$ cat config.mk
export PLATFORM = sky130hd
export DESIGN_NAME = cpu_regfile_temp_guard
export DESIGN_NICKNAME = d
export VERILOG_FILES = /design/src/design/cpu_regfile_temp_guard_pkg.sv /design/src/design/cpu_regfile_temp_guard.sv
export SDC_FILE = /design/constraint.sdc
export NUM_CORES = 1
export LEC_CHECK = 0
export ABC_AREA = 1
export ABC_CLOCK_PERIOD_IN_PS = 2270
export BUFFER_PORTS_ARGS = -buffer_cell sky130_fd_sc_hd__buf_2
export CELL_PAD_IN_SITES_DETAIL_PLACEMENT = 0
export CELL_PAD_IN_SITES_GLOBAL_PLACEMENT = 1
export CORE_UTILIZATION = 40
export DETAILED_ROUTE_END_ITERATION = 8
export GPL_TIMING_DRIVEN = 0
export PLACE_DENSITY_LB_ADDON = 0.2
export SLEW_MARGIN = 10
export SYNTH_ARGS = -nofsm -noshare
export SYNTH_HDL_FRONTEND = slang
export SYNTH_SLANG_ARGS = --single-unit
$ cat constraint.sdc
create_clock -name clock_i -period 2.27 [get_ports clock_i]
set_input_delay 0.227 -clock clock_i [delete_from_list [all_inputs] [get_ports clock_i]]
set_output_delay 0.227 -clock clock_i [all_outputs]
set_load 0.02 [all_outputs]
$ cat src/design/cpu_regfile_temp_guard_pkg.sv
/*
  Shared constants, enumerations and carrier structs for the CPU register
  support block: working registers, byte staging latch and change guard.
  Assumes a single CPU clock and one 8-bit data path.
*/
`default_nettype none

package cpu_regfile_temp_guard_pkg;

  // working register file shape
  localparam int unsigned RF_COUNT   = 32;
  localparam int unsigned RF_WIDTH   = 8;
  localparam logic [4:0]  RF_UPPER   = 5'h10;  // first register reachable with immediates
  localparam logic [4:0]  PTR_X_LOW  = 5'h1A;  // low byte of the first pointer pair
  localparam logic [4:0]  PTR_Y_LOW  = 5'h1C;
  localparam logic [4:0]  PTR_Z_LOW  = 5'h1E;

  // cpu-space register map
  localparam logic [5:0]  CHANGE_GUARD_OFS = 6'h04;
  localparam logic [5:0]  STACK_PTR_OFS    = 6'h0D;  // held outside this block
  localparam logic [5:0]  CPU_FLAGS_OFS    = 6'h0F;  // held outside this block

  // change guard signatures, status bits and window length
  localparam logic [7:0]  SELF_PROGRAM_UNLOCK = 8'h9D;
  localparam logic [7:0]  PROTECTED_IO_UNLOCK = 8'hD8;
  localparam int unsigned GUARD_IO_BIT        = 0;
  localparam int unsigned GUARD_SPM_BIT       = 1;
  localparam logic [2:0]  GUARD_INSNS         = 3'h4;
  localparam logic [7:0]  GUARD_RESET         = 8'h00;

  typedef enum logic [1:0] {
    PTR_X = 2'b00,
    PTR_Y = 2'b01,
    PTR_Z = 2'b10
  } ptr_sel_e;

  typedef enum logic [1:0] {
    PTR_DISP    = 2'b00,
    PTR_POSTINC = 2'b01,
    PTR_PREDEC  = 2'b10
  } ptr_mode_e;

  // working register write request
  typedef struct packed {
    logic       en;
    logic       imm;   // immediate-operand form
    logic [4:0] addr;
    logic [7:0] data;
  } rf_wr_s;

  // indirect pointer request
  typedef struct packed {
    logic      en;
    ptr_sel_e  sel;
    ptr_mode_e mode;
    logic [5:0] disp;
  } ptr_req_s;

  // byte access to a 16-bit peripheral register
  typedef struct packed {
    logic       wr;
    logic       rd;
    logic       hi;    // 1: high byte, 0: low byte
    logic [7:0] data;
  } io16_s;

  // whole state of the block
  typedef struct packed {
    logic [31:0][7:0] rf;
    logic [7:0]       rd_a;
    logic [7:0]       rd_b;
    logic [15:0]      ptr_addr;
    logic [7:0]       temp;
    logic [7:0]       io_rdata;
    logic             per_wr;
    logic [15:0]      per_wdata;
    logic [7:0]       cpu_rdata;
    logic             io_open;
    logic             spm_open;
    logic [2:0]       cnt;
    logic             prot_ok;
    logic             spm_ok;
  } state_s;

endpackage

`default_nettype wire

$ cat src/design/cpu_regfile_temp_guard.sv
/*
  CPU register support: 32 working registers with three pointer pairs,
  byte staging latch for 16-bit peripheral registers, and the change
  guard with its timed unlock windows and interrupt hold.
  Assumes all inputs synchronous to clock_i and one-cycle strobes.
*/
// Behaviour
// (RL1) thirty-two working registers of eight bits each
// (RL2) working registers have their own address space, not data memory
// (RL3) register reads and writes complete within one clock cycle
// (RL4) immediate-form writes reach only registers sixteen to thirty-one
// (RL5) registers twenty-six to thirty-one form three 16-bit pointers
// (RL6) lower register of a pair is the low byte
// (RL7) the third pointer also addresses program memory
// (RL8) pointers support displacement, post-increment and pre-decrement
// (RL9) 16-bit peripheral registers go through one shared byte latch
// (RL10) low-byte write loads only the latch
// (RL11) high-byte write writes high byte and latch as low byte together
// (RL12) software writes the low byte before the high byte
// (RL13) low-byte read returns low byte and latches the high byte
// (RL14) high-byte read returns the latch; low byte is read first
// (RL15) software guards 16-bit accesses against service routines
// (RL16) protected writes and self-programming refused without an unlock
// (RL17) protected write accepted only within four instructions of unlock
// (RL18) software sets the enable bit in the protected data write
// (RL19) io window closes on memory writes, nvm accesses or sleep
// (RL20) self-programming window: four instructions, closed by nvm access or sleep
// (RL21) no interrupt serviced while a window is open
// (RL22) pending interrupts serviced once the window ends
// (RL23) signatures open the windows; bits zero and one show them
// (RL24) upper six guard bits read zero
// (RL25) instruction counter closes each window on expiry or cancel
`default_nettype none

module cpu_regfile_temp_guard
  import cpu_regfile_temp_guard_pkg::*;
(
  input  wire logic        clock_i,
  input  wire logic        rst_n_i,
  // working register ports
  input  wire logic [4:0]  rf_ra_i,
  input  wire logic [4:0]  rf_rb_i,
  input  wire rf_wr_s      rf_wr_i,
  output var  logic [7:0]  rf_a_o,
  output var  logic [7:0]  rf_b_o,
  // pointer ports
  input  wire ptr_req_s    ptr_req_i,
  output var  logic [15:0] ptr_addr_o,
  output var  logic [15:0] prog_addr_o,
  // 16-bit peripheral access
  input  wire io16_s       io16_i,
  input  wire logic [15:0] per_val_i,
  output var  logic [7:0]  io16_rdata_o,
  output var  logic        per_wr_o,
  output var  logic [15:0] per_wdata_o,
  // cpu-space register access
  input  wire logic [5:0]  cpu_addr_i,
  input  wire logic        cpu_wr_i,
  input  wire logic        cpu_rd_i,
  input  wire logic [7:0]  cpu_wdata_i,
  output var  logic [7:0]  cpu_rdata_o,
  // guard events
  input  wire logic        insn_done_i,
  input  wire logic        io_dm_wr_i,
  input  wire logic        nvm_acc_i,
  input  wire logic        sleep_i,
  input  wire logic        prot_wr_i,
  input  wire logic        spm_store_i,
  output var  logic        prot_ok_o,
  output var  logic        spm_ok_o,
  output var  logic        irq_hold_o
);

  ////////////////////////////////////////////////////////////////////////
  // helpers

  // 16-bit value of a pointer pair, low register first
  function automatic logic [15:0] ptr_val(input logic [31:0][7:0] rf,
                                          input ptr_sel_e sel);
    logic [4:0] lo;
    lo = PTR_X_LOW;
    unique case (sel)
      PTR_X:   lo = PTR_X_LOW;
      PTR_Y:   lo = PTR_Y_LOW;
      PTR_Z:   lo = PTR_Z_LOW;
      default: lo = PTR_X_LOW;
    endcase
    ptr_val = {rf[lo + 5'h01], rf[lo]};  // RL6
  endfunction

  // register index of a pointer pair low byte
  function automatic logic [4:0] ptr_low(input ptr_sel_e sel);
    ptr_low = PTR_X_LOW;
    unique case (sel)
      PTR_X:   ptr_low = PTR_X_LOW;
      PTR_Y:   ptr_low = PTR_Y_LOW;
      PTR_Z:   ptr_low = PTR_Z_LOW;
      default: ptr_low = PTR_X_LOW;
    endcase
  endfunction

  state_s s_q;
  state_s s_d;

  logic        cg_wr;
  logic        cg_rd;
  logic [15:0] ptr_cur;
  logic [4:0]  ptr_lo;
  logic [4:0]  wr_idx;

  ////////////////////////////////////////////////////////////////////////
  // next-state logic

  // guard register decode; other cpu-space offsets are not held here
  assign cg_wr   = cpu_wr_i && (cpu_addr_i == CHANGE_GUARD_OFS);
  assign cg_rd   = cpu_rd_i && (cpu_addr_i == CHANGE_GUARD_OFS);
  assign ptr_cur = ptr_val(s_q.rf, ptr_req_i.sel);
  assign ptr_lo  = ptr_low(ptr_req_i.sel);
  // immediate forms can only name the upper half
  assign wr_idx  = rf_wr_i.imm ? (rf_wr_i.addr | RF_UPPER) : rf_wr_i.addr;  // RL4

  always_comb begin
    logic [15:0] upd;
    upd = ptr_cur;
    s_d = s_q;
    s_d.per_wr  = 1'b0;
    s_d.prot_ok = 1'b0;
    s_d.spm_ok  = 1'b0;

    // working registers: private array, never on the data memory path
    s_d.rd_a = s_q.rf[rf_ra_i];  // RL1 RL2 RL3
    s_d.rd_b = s_q.rf[rf_rb_i];  // RL3
    if (rf_wr_i.en) begin
      s_d.rf[wr_idx] = rf_wr_i.data;  // RL3
    end

    // pointer addressing; the pointer update wins over a plain write
    unique case (ptr_req_i.mode)
      PTR_POSTINC: upd = ptr_cur + 16'h0001;
      PTR_PREDEC:  upd = ptr_cur - 16'h0001;
      default:     upd = ptr_cur;
    endcase
    if (ptr_req_i.en) begin
      unique case (ptr_req_i.mode)
        PTR_DISP:    s_d.ptr_addr = ptr_cur + {10'h000, ptr_req_i.disp};  // RL8
        PTR_POSTINC: s_d.ptr_addr = ptr_cur;  // RL8
        PTR_PREDEC:  s_d.ptr_addr = upd;  // RL8
        default:     s_d.ptr_addr = ptr_cur;
      endcase
      if (ptr_req_i.mode != PTR_DISP) begin
        s_d.rf[ptr_lo]         = upd[7:0];  // RL5 RL6
        s_d.rf[ptr_lo + 5'h01] = upd[15:8];  // RL6
      end
    end

    // 16-bit peripheral access through the staging latch
    if (io16_i.wr && !io16_i.hi) begin
      s_d.temp = io16_i.data;  // RL9 RL10
    end else if (io16_i.wr && io16_i.hi) begin
      s_d.per_wr    = 1'b1;  // RL11
      s_d.per_wdata = {io16_i.data, s_q.temp};  // RL11
    end else if (io16_i.rd && !io16_i.hi) begin
      s_d.io_rdata = per_val_i[7:0];  // RL13
      s_d.temp     = per_val_i[15:8];  // RL13
    end else if (io16_i.rd && io16_i.hi) begin
      s_d.io_rdata = s_q.temp;  // RL14
    end

    // guard register read: only the two window bits exist
    if (cg_rd) begin
      s_d.cpu_rdata = 8'h00;  // RL24
      s_d.cpu_rdata[GUARD_IO_BIT]  = s_q.io_open;  // RL23
      s_d.cpu_rdata[GUARD_SPM_BIT] = s_q.spm_open;  // RL23
    end else if (cpu_rd_i) begin
      s_d.cpu_rdata = 8'h00;  // unmapped here
    end

    // acceptance uses the window as it stood before this cycle
    s_d.prot_ok = prot_wr_i && s_q.io_open;  // RL16 RL17
    s_d.spm_ok  = spm_store_i && s_q.spm_open;  // RL16 RL20

    // count executed instructions while a window is open
    if ((s_q.io_open || s_q.spm_open) && insn_done_i) begin
      s_d.cnt = s_q.cnt - 3'h1;  // RL25
      if (s_q.cnt == 3'h1) begin
        s_d.io_open  = 1'b0;  // RL17
        s_d.spm_open = 1'b0;  // RL20
      end
    end

    // cancelling events; the guarded access itself also ends the window
    if (io_dm_wr_i || nvm_acc_i || sleep_i || prot_wr_i) begin
      s_d.io_open = 1'b0;  // RL19 RL25
    end
    if (nvm_acc_i || sleep_i || spm_store_i) begin
      s_d.spm_open = 1'b0;  // RL20 RL25
    end

    // a fresh signature wins over any close in the same cycle
    if (cg_wr && cpu_wdata_i == PROTECTED_IO_UNLOCK) begin
      s_d.io_open  = 1'b1;  // RL23
      s_d.spm_open = 1'b0;
      s_d.cnt      = GUARD_INSNS;
    end else if (cg_wr && cpu_wdata_i == SELF_PROGRAM_UNLOCK) begin
      s_d.spm_open = 1'b1;  // RL23
      s_d.io_open  = 1'b0;
      s_d.cnt      = GUARD_INSNS;
    end
  end

  ////////////////////////////////////////////////////////////////////////
  // state register

  // async reset to constants only; guard and latch come up closed and clear
  always_ff @(posedge clock_i or negedge rst_n_i) begin
    if (!rst_n_i) begin
      s_q <= '0;
    end else begin
      s_q <= s_d;
    end
  end

  // outputs from state flops; irq_hold_o is the OR of the two window flops
  assign rf_a_o       = s_q.rd_a;
  assign rf_b_o       = s_q.rd_b;
  assign ptr_addr_o   = s_q.ptr_addr;
  assign prog_addr_o  = {s_q.rf[PTR_Z_LOW + 5'h01], s_q.rf[PTR_Z_LOW]};  // RL7
  assign io16_rdata_o = s_q.io_rdata;
  assign per_wr_o     = s_q.per_wr;
  assign per_wdata_o  = s_q.per_wdata;
  assign cpu_rdata_o  = s_q.cpu_rdata;
  assign prot_ok_o    = s_q.prot_ok;
  assign spm_ok_o     = s_q.spm_ok;
  // interrupt controller holds service off while high, pending kept
  assign irq_hold_o   = s_q.io_open || s_q.spm_open;  // RL21 RL22

  ////////////////////////////////////////////////////////////////////////
  // assertions

  imm_upper_a: assert property (@(posedge clock_i) disable iff (!rst_n_i) // RL4
    rf_wr_i.en && rf_wr_i.imm && !ptr_req_i.en |=>
      s_q.rf[{1'b1, $past(rf_wr_i.addr[3:0])}] == $past(rf_wr_i.data))
    else $error("immediate write missed upper register");

  rf_write_a: assert property (@(posedge clock_i) disable iff (!rst_n_i) // RL3
    rf_wr_i.en && !rf_wr_i.imm && !ptr_req_i.en ##1 (rf_ra_i == $past(rf_wr_i.addr))
      |=> rf_a_o == $past(rf_wr_i.data, 2))
    else $error("register write not read back");

  ptr_post_a: assert property (@(posedge clock_i) disable iff (!rst_n_i) // RL8
    ptr_req_i.en && ptr_req_i.mode == PTR_POSTINC && !rf_wr_i.en |=>
      ptr_addr_o == $past(ptr_cur) &&
      ptr_val(s_q.rf, $past(ptr_req_i.sel)) == $past(ptr_cur) + 16'h0001)
    else $error("post-increment wrong");

  low_wr_a: assert property (@(posedge clock_i) disable iff (!rst_n_i) // RL10
    io16_i.wr && !io16_i.hi ##1 (io16_i.wr && io16_i.hi) |=>
      per_wr_o && per_wdata_o[7:0] == $past(io16_i.data, 2))
    else $error("low byte not staged");

  high_wr_a: assert property (@(posedge clock_i) disable iff (!rst_n_i) // RL11
    io16_i.wr && io16_i.hi |=> per_wr_o && per_wdata_o[15:8] == $past(io16_i.data))
    else $error("high byte write wrong");

  pair_rd_a: assert property (@(posedge clock_i) disable iff (!rst_n_i) // RL14
    io16_i.rd && !io16_i.hi && !io16_i.wr ##1 (io16_i.rd && io16_i.hi && !io16_i.wr) |=>
      io16_rdata_o == $past(per_val_i[15:8], 2))
    else $error("high byte read not from latch");

  refuse_a: assert property (@(posedge clock_i) disable iff (!rst_n_i) // RL16
    prot_wr_i && !s_q.io_open |=> !prot_ok_o)
    else $error("protected write accepted while locked");

  window_len_a: assert property (@(posedge clock_i) disable iff (!rst_n_i) // RL17
    cg_wr && cpu_wdata_i == PROTECTED_IO_UNLOCK ##1
      (insn_done_i && !cg_wr && !io_dm_wr_i && !nvm_acc_i && !sleep_i && !prot_wr_i)[*4]
      |=> !irq_hold_o)
    else $error("io window outlived four instructions");

  cancel_a: assert property (@(posedge clock_i) disable iff (!rst_n_i) // RL19
    s_q.io_open && (io_dm_wr_i || sleep_i) && !cg_wr |=> !s_q.io_open)
    else $error("io window not closed");

  spm_cancel_a: assert property (@(posedge clock_i) disable iff (!rst_n_i) // RL20
    s_q.spm_open && nvm_acc_i && !cg_wr |=> !s_q.spm_open)
    else $error("spm window not closed");

  hold_a: assert property (@(posedge clock_i) disable iff (!rst_n_i) // RL21
    cg_wr && cpu_wdata_i == SELF_PROGRAM_UNLOCK |=> irq_hold_o && s_q.cnt == GUARD_INSNS)
    else $error("interrupts not held after unlock");

  guard_rd_a: assert property (@(posedge clock_i) disable iff (!rst_n_i) // RL24
    cg_rd |=> cpu_rdata_o[7:2] == 6'h00 && cpu_rdata_o[0] == $past(s_q.io_open))
    else $error("guard read wrong");

  rf_port_b_a: assert property (@(posedge clock_i) disable iff (!rst_n_i) // RL1
    rf_wr_i.en && !rf_wr_i.imm && !ptr_req_i.en ##1 (rf_rb_i == $past(rf_wr_i.addr))
      |=> rf_b_o == $past(rf_wr_i.data, 2))
    else $error("second read port missed write");

  ptr_pre_a: assert property (@(posedge clock_i) disable iff (!rst_n_i) // RL8
    ptr_req_i.en && ptr_req_i.mode == PTR_PREDEC |=> ptr_addr_o == $past(ptr_cur) - 16'h0001)
    else $error("pre-decrement wrong");

  ptr_disp_a: assert property (@(posedge clock_i) disable iff (!rst_n_i) // RL8
    ptr_req_i.en && ptr_req_i.mode == PTR_DISP |=>
      ptr_addr_o == $past(ptr_cur) + {10'h000, $past(ptr_req_i.disp)})
    else $error("displacement wrong");

  prog_ptr_a: assert property (@(posedge clock_i) disable iff (!rst_n_i) // RL7
    ptr_req_i.en && ptr_req_i.sel == PTR_Z && ptr_req_i.mode == PTR_DISP &&
      ptr_req_i.disp == 6'h00 && !rf_wr_i.en |=> prog_addr_o == ptr_addr_o)
    else $error("program address differs from third pointer");

  low_rd_a: assert property (@(posedge clock_i) disable iff (!rst_n_i) // RL13
    io16_i.rd && !io16_i.hi && !io16_i.wr |=> io16_rdata_o == $past(per_val_i[7:0]))
    else $error("low byte read wrong");

  low_only_a: assert property (@(posedge clock_i) disable iff (!rst_n_i) // RL10
    io16_i.wr && !io16_i.hi |=> !per_wr_o)
    else $error("low byte write reached register");

  spm_refuse_a: assert property (@(posedge clock_i) disable iff (!rst_n_i) // RL16
    spm_store_i && !s_q.spm_open |=> !spm_ok_o)
    else $error("store accepted while locked");

  io_accept_a: assert property (@(posedge clock_i) disable iff (!rst_n_i) // RL17
    prot_wr_i && s_q.io_open && !cg_wr |=> prot_ok_o && !irq_hold_o)
    else $error("open window write not accepted");

  hold_release_a: assert property (@(posedge clock_i) disable iff (!rst_n_i) // RL22
    irq_hold_o && sleep_i && !cg_wr |=> !irq_hold_o)
    else $error("interrupt hold not released");

  io_unlock_c: cover property (@(posedge clock_i) disable iff (!rst_n_i)
    cg_wr && cpu_wdata_i == PROTECTED_IO_UNLOCK ##[1:4] prot_wr_i ##1 prot_ok_o);
  spm_unlock_c: cover property (@(posedge clock_i) disable iff (!rst_n_i)
    cg_wr && cpu_wdata_i == SELF_PROGRAM_UNLOCK ##[1:4] spm_store_i ##1 spm_ok_o);
  pair_wr_c: cover property (@(posedge clock_i) disable iff (!rst_n_i)
    io16_i.wr && !io16_i.hi ##1 io16_i.wr && io16_i.hi);
  pre_dec_c: cover property (@(posedge clock_i) disable iff (!rst_n_i)
    ptr_req_i.en && ptr_req_i.mode == PTR_PREDEC);
  pair_rd_c: cover property (@(posedge clock_i) disable iff (!rst_n_i)
    io16_i.rd && !io16_i.hi ##[1:4] io16_i.rd && io16_i.hi);

endmodule

`default_nettype wire

==> results of run 1 <==
[synthesized netlist by cell type (27+ instances only)]
cell / number
dfrtp_1: 330
o21ai_0: 480
o221ai_1: 53
o22ai_1: 27
a31oi_1: 28
nand2_1: 439
o211ai_1: 61
inv_1: 201
ha_1: 27
o21ai_1: 29
clkbuf_1: 128
buf_4: 82
nor2_1: 399
nand3_1: 98
buf_2: 48
a21oi_1: 247
[layer usage]
metal	GRT usage	up-vias	wire length (um)
met5	0	-	83
met2	0.644	1497	47800
met4	0.255	6	7700
met1	0.528	11200	41900
met3	0.105	392	11200
li1	-	10100	-
[cell usage in the layout (no fill, tap or decap), drive strengths merged, types with 6 or more instances in the layout]
| cell | netlist | layout |
|---|---|---|
| nand3 | 100 | 100 |
| buf | 137 | 405 |
| nor2 | 415 | 415 |
| dfrtp | 330 | 330 |
| a32oi | 12 | 12 |
| nand4 | 6 | 6 |
| dlygate4sd3 | 0 | 32 |
| o22ai | 27 | 27 |
| a31oi | 29 | 29 |
| o211ai | 62 | 62 |
| clkinv | 5 | 17 |
| conb | 1 | 6 |
| nand2 | 443 | 443 |
| inv | 217 | 218 |
| o221ai | 53 | 53 |
| o21ai | 513 | 513 |
| nor3 | 11 | 11 |
| clkbuf | 128 | 183 |
| a21oi | 248 | 248 |
| ha | 27 | 27 |
[path summary, 6_finish.rpt]
kind                                     start                          to  slack, ps  cells past startpoint
hold / removal                         sleep_i          s_q[5]$_DFFE_PN0P_         30                      6
max in group asynchronous              rst_n_i    prog_addr_o[5]$_DFF_PN0_        810                      4
setup reg to reg            s_q[306]$_DFF_PN0_  ptr_addr_o[13]$_DFFE_PN0P_       -300                     17
setup / recovery            s_q[306]$_DFF_PN0_  ptr_addr_o[13]$_DFFE_PN0P_       -300                     17
hold reg to reg            s_q[43]$_DFFE_PN0P_  per_wdata_o[3]$_DFFE_PN0P_        470                      2
min in group asynchronous              rst_n_i  asynchronous set/reset pin         80                      2
[through the flow]
step | TNS (ps) | utilization | worst slack (ps)
finish | -8790 | 0.517 | -295
CTS | -2540 | 0.506 | -112
global placement | -1895950 | 0.442 | -5500
floorplan | -6780 | - | -269
detailed placement | -106580 | 0.444 | -1370
global route | -13590 | 0.517 | -340
[where the power goes]
part / switching [mW] / total (mW) / internal, mW
sequential: 1.20 / 8.39 / 7.19
clock: 2.78 / 6.74 / 3.96
combinational: 6.26 / 10.1 / 3.84
[final cells by class]
type                            instances  area, um2  area share
Antenna cell                            4       10.0    0.000387
Inverter                              222        871      0.0336
Sequential cell                       330       8290       0.320
Timing Repair Buffer                  301       2110      0.0814
Buffer                                264       1420      0.0546
Multi-Input combinational cell       1989      11000       0.425
Tap cell                              672        841      0.0325
Clock buffer                           55       1130      0.0436
Clock inverter                         17        223     0.00860
[worst max-delay path: stages (launching register included)]
cell and delay (ps):
dfrtp_1 420, inv_2 100, o21ai_2 170, nand2_2 100, inv_2 100, ha_4 230
a21oi_4 190, nor2_2 60, nor2_2 160, o21ai_4 100, nand2_2 80, nand2_1 50
nand2_1 80, nand3_2 120, nand2_4 250, nor2_4 40, nor2_2 140, nor2_1 50
[repair_timing]
| item | 4_1_cts | 5_1_grt |
|---|---|---|
| gates resized for setup | 201 | 117 |
| hold buffers | 32 | 0 |
| endpoints found under the setup margin | 75 | 105 |
| pin swaps | 88 | 76 |
| buffers inserted | 97 | 15 |
| hold endpoints to repair | 254 | 0 |
[cells by family after synthesis]
family                     count (synthesis)  share of synthesized area
other                                      1                   0.000185
xor gates and xnor gates                   8                    0.00345
DFF                                      330                      0.407
and+or+nand+nor                          983                      0.195
adders and majority gates                 29                     0.0186
buffers and inverters                    487                      0.110
AOI/OAI and AO/OA                        963                      0.266
==> flow_summary.ini, run 1 <==
[floorplanning]
initial_core_util = 0.406
fp.dieW_um = 227
ios = 171
die_area_mm2 = 0.0517
std_cell_rows = 82
dieHeight_um = 227
coreArea_mm2 = 0.0501

[synthesis]
netlist.area_leader.share = 0.407
netlist_area_mm2 = 0.0203
synth-seq-cells = 330
synth_flop_cell = dfrtp_1
syn_avg_cell_area_um2 = 7.25
yosysUniqueCellTypes = 53
synth-async-reset-ratio = 1.00
syn_inst = 2801
yosys.area.top_type = dfrtp_1
synth_edf_count = 0
yosysWarnings = 0
synthTopCellsByArea = dfrtp_1 41%, o21ai_0 12%, nand2_1 8.1%, nor2_1 7.4%, a21oi_1 6.1%
ys_seq_area_frac = 0.407

[clocking]
cts_tree = built
htree_levels = 2
clockBufferDepth = 3
path_clk_slew_ps = 60
cts-root-buf = clkbuf_16
clk_latency_ps = 590
cts-buffers-inserted = 41
clock-sinks = 330

[sta]
tightestPinTransition_ps = 1330
setup_viol = 67
finalHoldViolCount = 0
slew_violations = 0
post-route-period-util = 1.13
rsz0062_at_grt = yes
worst_slack_ps = -295
holdWs_ps = 25.4
max_slew_margin = 0.113
fin_skew_ps = 17.6
max_freq_mhz = 390
fin_crit_ps = 2570

[hold_path]
hold_path_class = input pin to register

[critical_path]
cp.arrival_ps = 3050
worstPathRequired_ps = 2760
crit_path_end_kind = register
crit_path_start_kind = register
crit_fanout = 5
path_class = register to register

[global_route]
antenna_found_initial = 9
grt_util_all_layers = 0.418
grt_max_degree = 109
grt_pass1_vias = 22000
grt_pass1_wl_um = 153000
grt_overflow = 0

[placed_design]
place.detailed.hpwl_um = 77800
io_buffers = 153
gp_congestion = 1.07
place_area_mm2 = 0.0222
dp_cells = 3634

[finish]
area_delta_synth_final_pct = 27.5
nets = 3265
fillCellCount = 4921
fin_area_mm2 = 0.0259
stdcell_count = 3854
drive_gt1_frac = 0.245

[drt]
drt-total-wl_um = 109000
drcViolationCount = 0
first_iter_violations = 2881
dr.pass1.iters = 7
num_vias = 23300
antenna_left = 0
wire_per_inst_um = 28.2
via_per_inst = 6.03

[power]
powerDensity_mw_per_mm2 = 975
peakVddDrop_mv = 0.664
leakage_nw = 11.7
finalPower_mw = 25.2

[status]
violations = negative setup slack
outcome = finished with violations

[run]
cap_viol_max_count = 0
No activity file was read; power rests on OpenSTA's default activity.
==> run 2: changes to the inputs <==
- ABC_AREA: 1 -> default
- CORE_UTILIZATION: 40 -> 45
- PLACE_DENSITY: default -> 0.75
- PLACE_DENSITY_LB_ADDON: 0.2 -> default
==> flow_summary.ini, run 2 <==
[global_route]
grt_pass1_wl_um = 91400
grt_overflow = 0
grt_util_all_layers = 0.279
grt_max_degree = 109
grt_pass1_vias = 14300
antenna_found_initial = 0

[finish]
stdcell_count = 2432
area_delta_synth_final_pct = 23.6
nets = 1938
post-route-util = 0.566
final_common_cell = dfrtp_1
layout_common_cells = 322 x dfrtp_1, 241 x mux2_2, 173 x mux4_2, 173 x buf_2, 137 x buf_4
fin_area_mm2 = 0.0245
drive_gt1_frac = 0.516

[status]
outcome = finished with violations
violations = negative setup slack

[drt]
dr.pass1.iters = 5
wire_per_inst_um = 25.5
wl_met1_um = 26200
drcViolationCount = 0
antenna_left = 0
first_iter_violations = 1169
num_vias = 14500
drt-total-wl_um = 62100
routed-wl-met2_um = 29500
met3_length_um = 4420
via_per_inst = 5.95
highest_layer = met4

[floorplanning]
coreArea_mm2 = 0.0433
die_area_mm2 = 0.0449
dieHeight_um = 212
initial_core_util = 0.458
ios = 171
std_cell_rows = 76
fp.dieW_um = 212

[clocking]
htree_levels = 2
clockBufferDepth = 3
clock-sinks = 330
cts-root-buf = clkbuf_16
clk_latency_ps = 560
path_clk_slew_ps = 60
cts_tree = built
cts-buffers-inserted = 39

[critical_path]
cp_top_family = multiplexers
cp.arrival_ps = 3470
worstPathRequired_ps = 2680
slowest_stage = mux4_2
crit_fanout = 4
crit_path_end_kind = register
crit_buf_inv = 1
crit_path_start_kind = register
startpoint = s_q[305]$_DFF_PN0_
path_class = register to register
cp_slowest_stage_delay_ps = 610
path_cells = mux4_2 -> fa_2 -> a211oi_4 -> or2_4 -> a211oi_4 -> o41ai_4 -> xnor2_2 -> mux2i_2 -> buf_4 -> o21ai_1
reg2reg_from = s_q[305]$_DFF_PN0_
crit_path_frequent_cell = a211oi_4

[sta]
fin_crit_ps = 3070
rsz0062_at_grt = yes
setup_tns_ps = -40820
setup_viol = 70
tightestPinTransition_ps = 1340
fin_skew_ps = 14.9
finalHoldViolCount = 0
max_slew_margin = 0.101
worst_slack_ps = -798
post-route-period-util = 1.35
max_freq_mhz = 326
holdWs_ps = 18.2
slew_violations = 0

[synthesis]
synthTopCellsByCount = 330 x dfrtp_1, 244 x mux2_2, 173 x mux4_2
synthTopCellsByArea = dfrtp_1 42%, mux4_2 20%, mux2_2 14%, buf_4 3.1%, mux2i_1 3.0%
yosysMostFrequentCell = dfrtp_1
synth-async-reset-ratio = 1.00
synth_edf_count = 0
synth-seq-cells = 330
synth_flop_cell = dfrtp_1
syn_inst = 1529
netlist_area_mm2 = 0.0198
syn_avg_cell_area_um2 = 13.0
netlist.area_leader.share = 0.417
yosysWarnings = 0
ys_seq_area_frac = 0.417
yosysUniqueCellTypes = 74
yosys.area.top_type = dfrtp_1

[placed_design]
gp_congestion = 0.893
dp_cells = 2270
place_area_mm2 = 0.0215
place.detailed.hpwl_um = 44000
pre_cts_ws_ps = -1930
io_buffers = 148

[hold_path]
hold_path_class = input pin to register
hp-start = per_val_i[14]

[power]
leakage_nw = 10.5
peakVddDrop_mv = 0.822
powerDensity_mw_per_mm2 = 1100
finalPower_mw = 26.8

[run]
cap_viol_max_count = 0
## run 2: cell count changes in the layout (fill, tap and decap cells not counted), sizes merged, moves of 66 or more
cell	before	now
o21ai	513	61
nand2	443	99
nor2	415	73
mux2	0	254
inv	218	18
a21oi	248	63
mux4	0	173
nand3	100	10
buf	405	338
clkbuf	183	117
## run 2: layout make-up
type | instances | area, um2
clock buffers | 53 | 1130
repair buffers | 250 | 1710
clock inverters | 12 | 189
fillers | 3549 | 18800
diodes | 1 | 2.50
multi-input cells | 999 | 11300
well taps | 585 | 732
inverters | 18 | 80.1
flip-flops and latches | 330 | 8270
plain buffers | 184 | 1080
## run 2: routing by layer
layer,up-vias,GRT usage
met1,7553,0.385
met3,109,0.0536
met4,0,0.0985
met2,543,0.440
li1,6276,-
met5,-,0
## run 2: path summary, 6_finish.rpt
path,slack (ps),end,depth (start not counted)
min,20,s_q[46]$_DFFE_PN0P_,3
max reg2reg,-800,s_q[316]$_DFF_PN0_,10
min in group asynchronous,90,io16_rdata_o[4]$_DFFE_PN0P_,2
min reg2reg,480,io16_rdata_o[2]$_DFFE_PN0P_,2
max,-800,s_q[316]$_DFF_PN0_,10
max in group asynchronous,860,asynchronous set/reset pin,4
## run 2: report_power, final
| group | total (mW) | internal [mW] | switching (mW) |
|---|---|---|---|
| combinational | 11.8 | 5.99 | 5.77 |
| sequential | 8.49 | 7.30 | 1.20 |
| clock | 6.57 | 4.02 | 2.55 |
| total | 26.8 | 17.3 | 9.51 |
## run 2: kinds of logic (layout without fill, tap and decap cells)
| kind of cell | after synthesis | after routing | synth area share |
|---|---|---|---|
| mux | 490 | 490 | 0.374 |
| buf+inv | 205 | 517 | 0.0570 |
| compound gates | 206 | 206 | 0.0646 |
| simple gates | 246 | 246 | 0.0587 |
| flops | 330 | 330 | 0.417 |
| fa+ha+maj | 29 | 29 | 0.0191 |
| xor+xnor | 22 | 22 | 0.00973 |
| other cells | 1 | 7 | 0.000189 |
## run 2: repair_timing
action | CTS | global route
hold buffers | 32 | 0
buffers inserted | 48 | 21
pin swaps | 33 | 44
endpoints found under the hold margin | 251 | 0
resized for setup | 73 | 101
setup endpoints to repair | 75 | 77
## run 2: tightest hold or removal path, cell delays in order
cell     delay, ps
buf_2           80
a22oi_1         70
o21ai_0        150
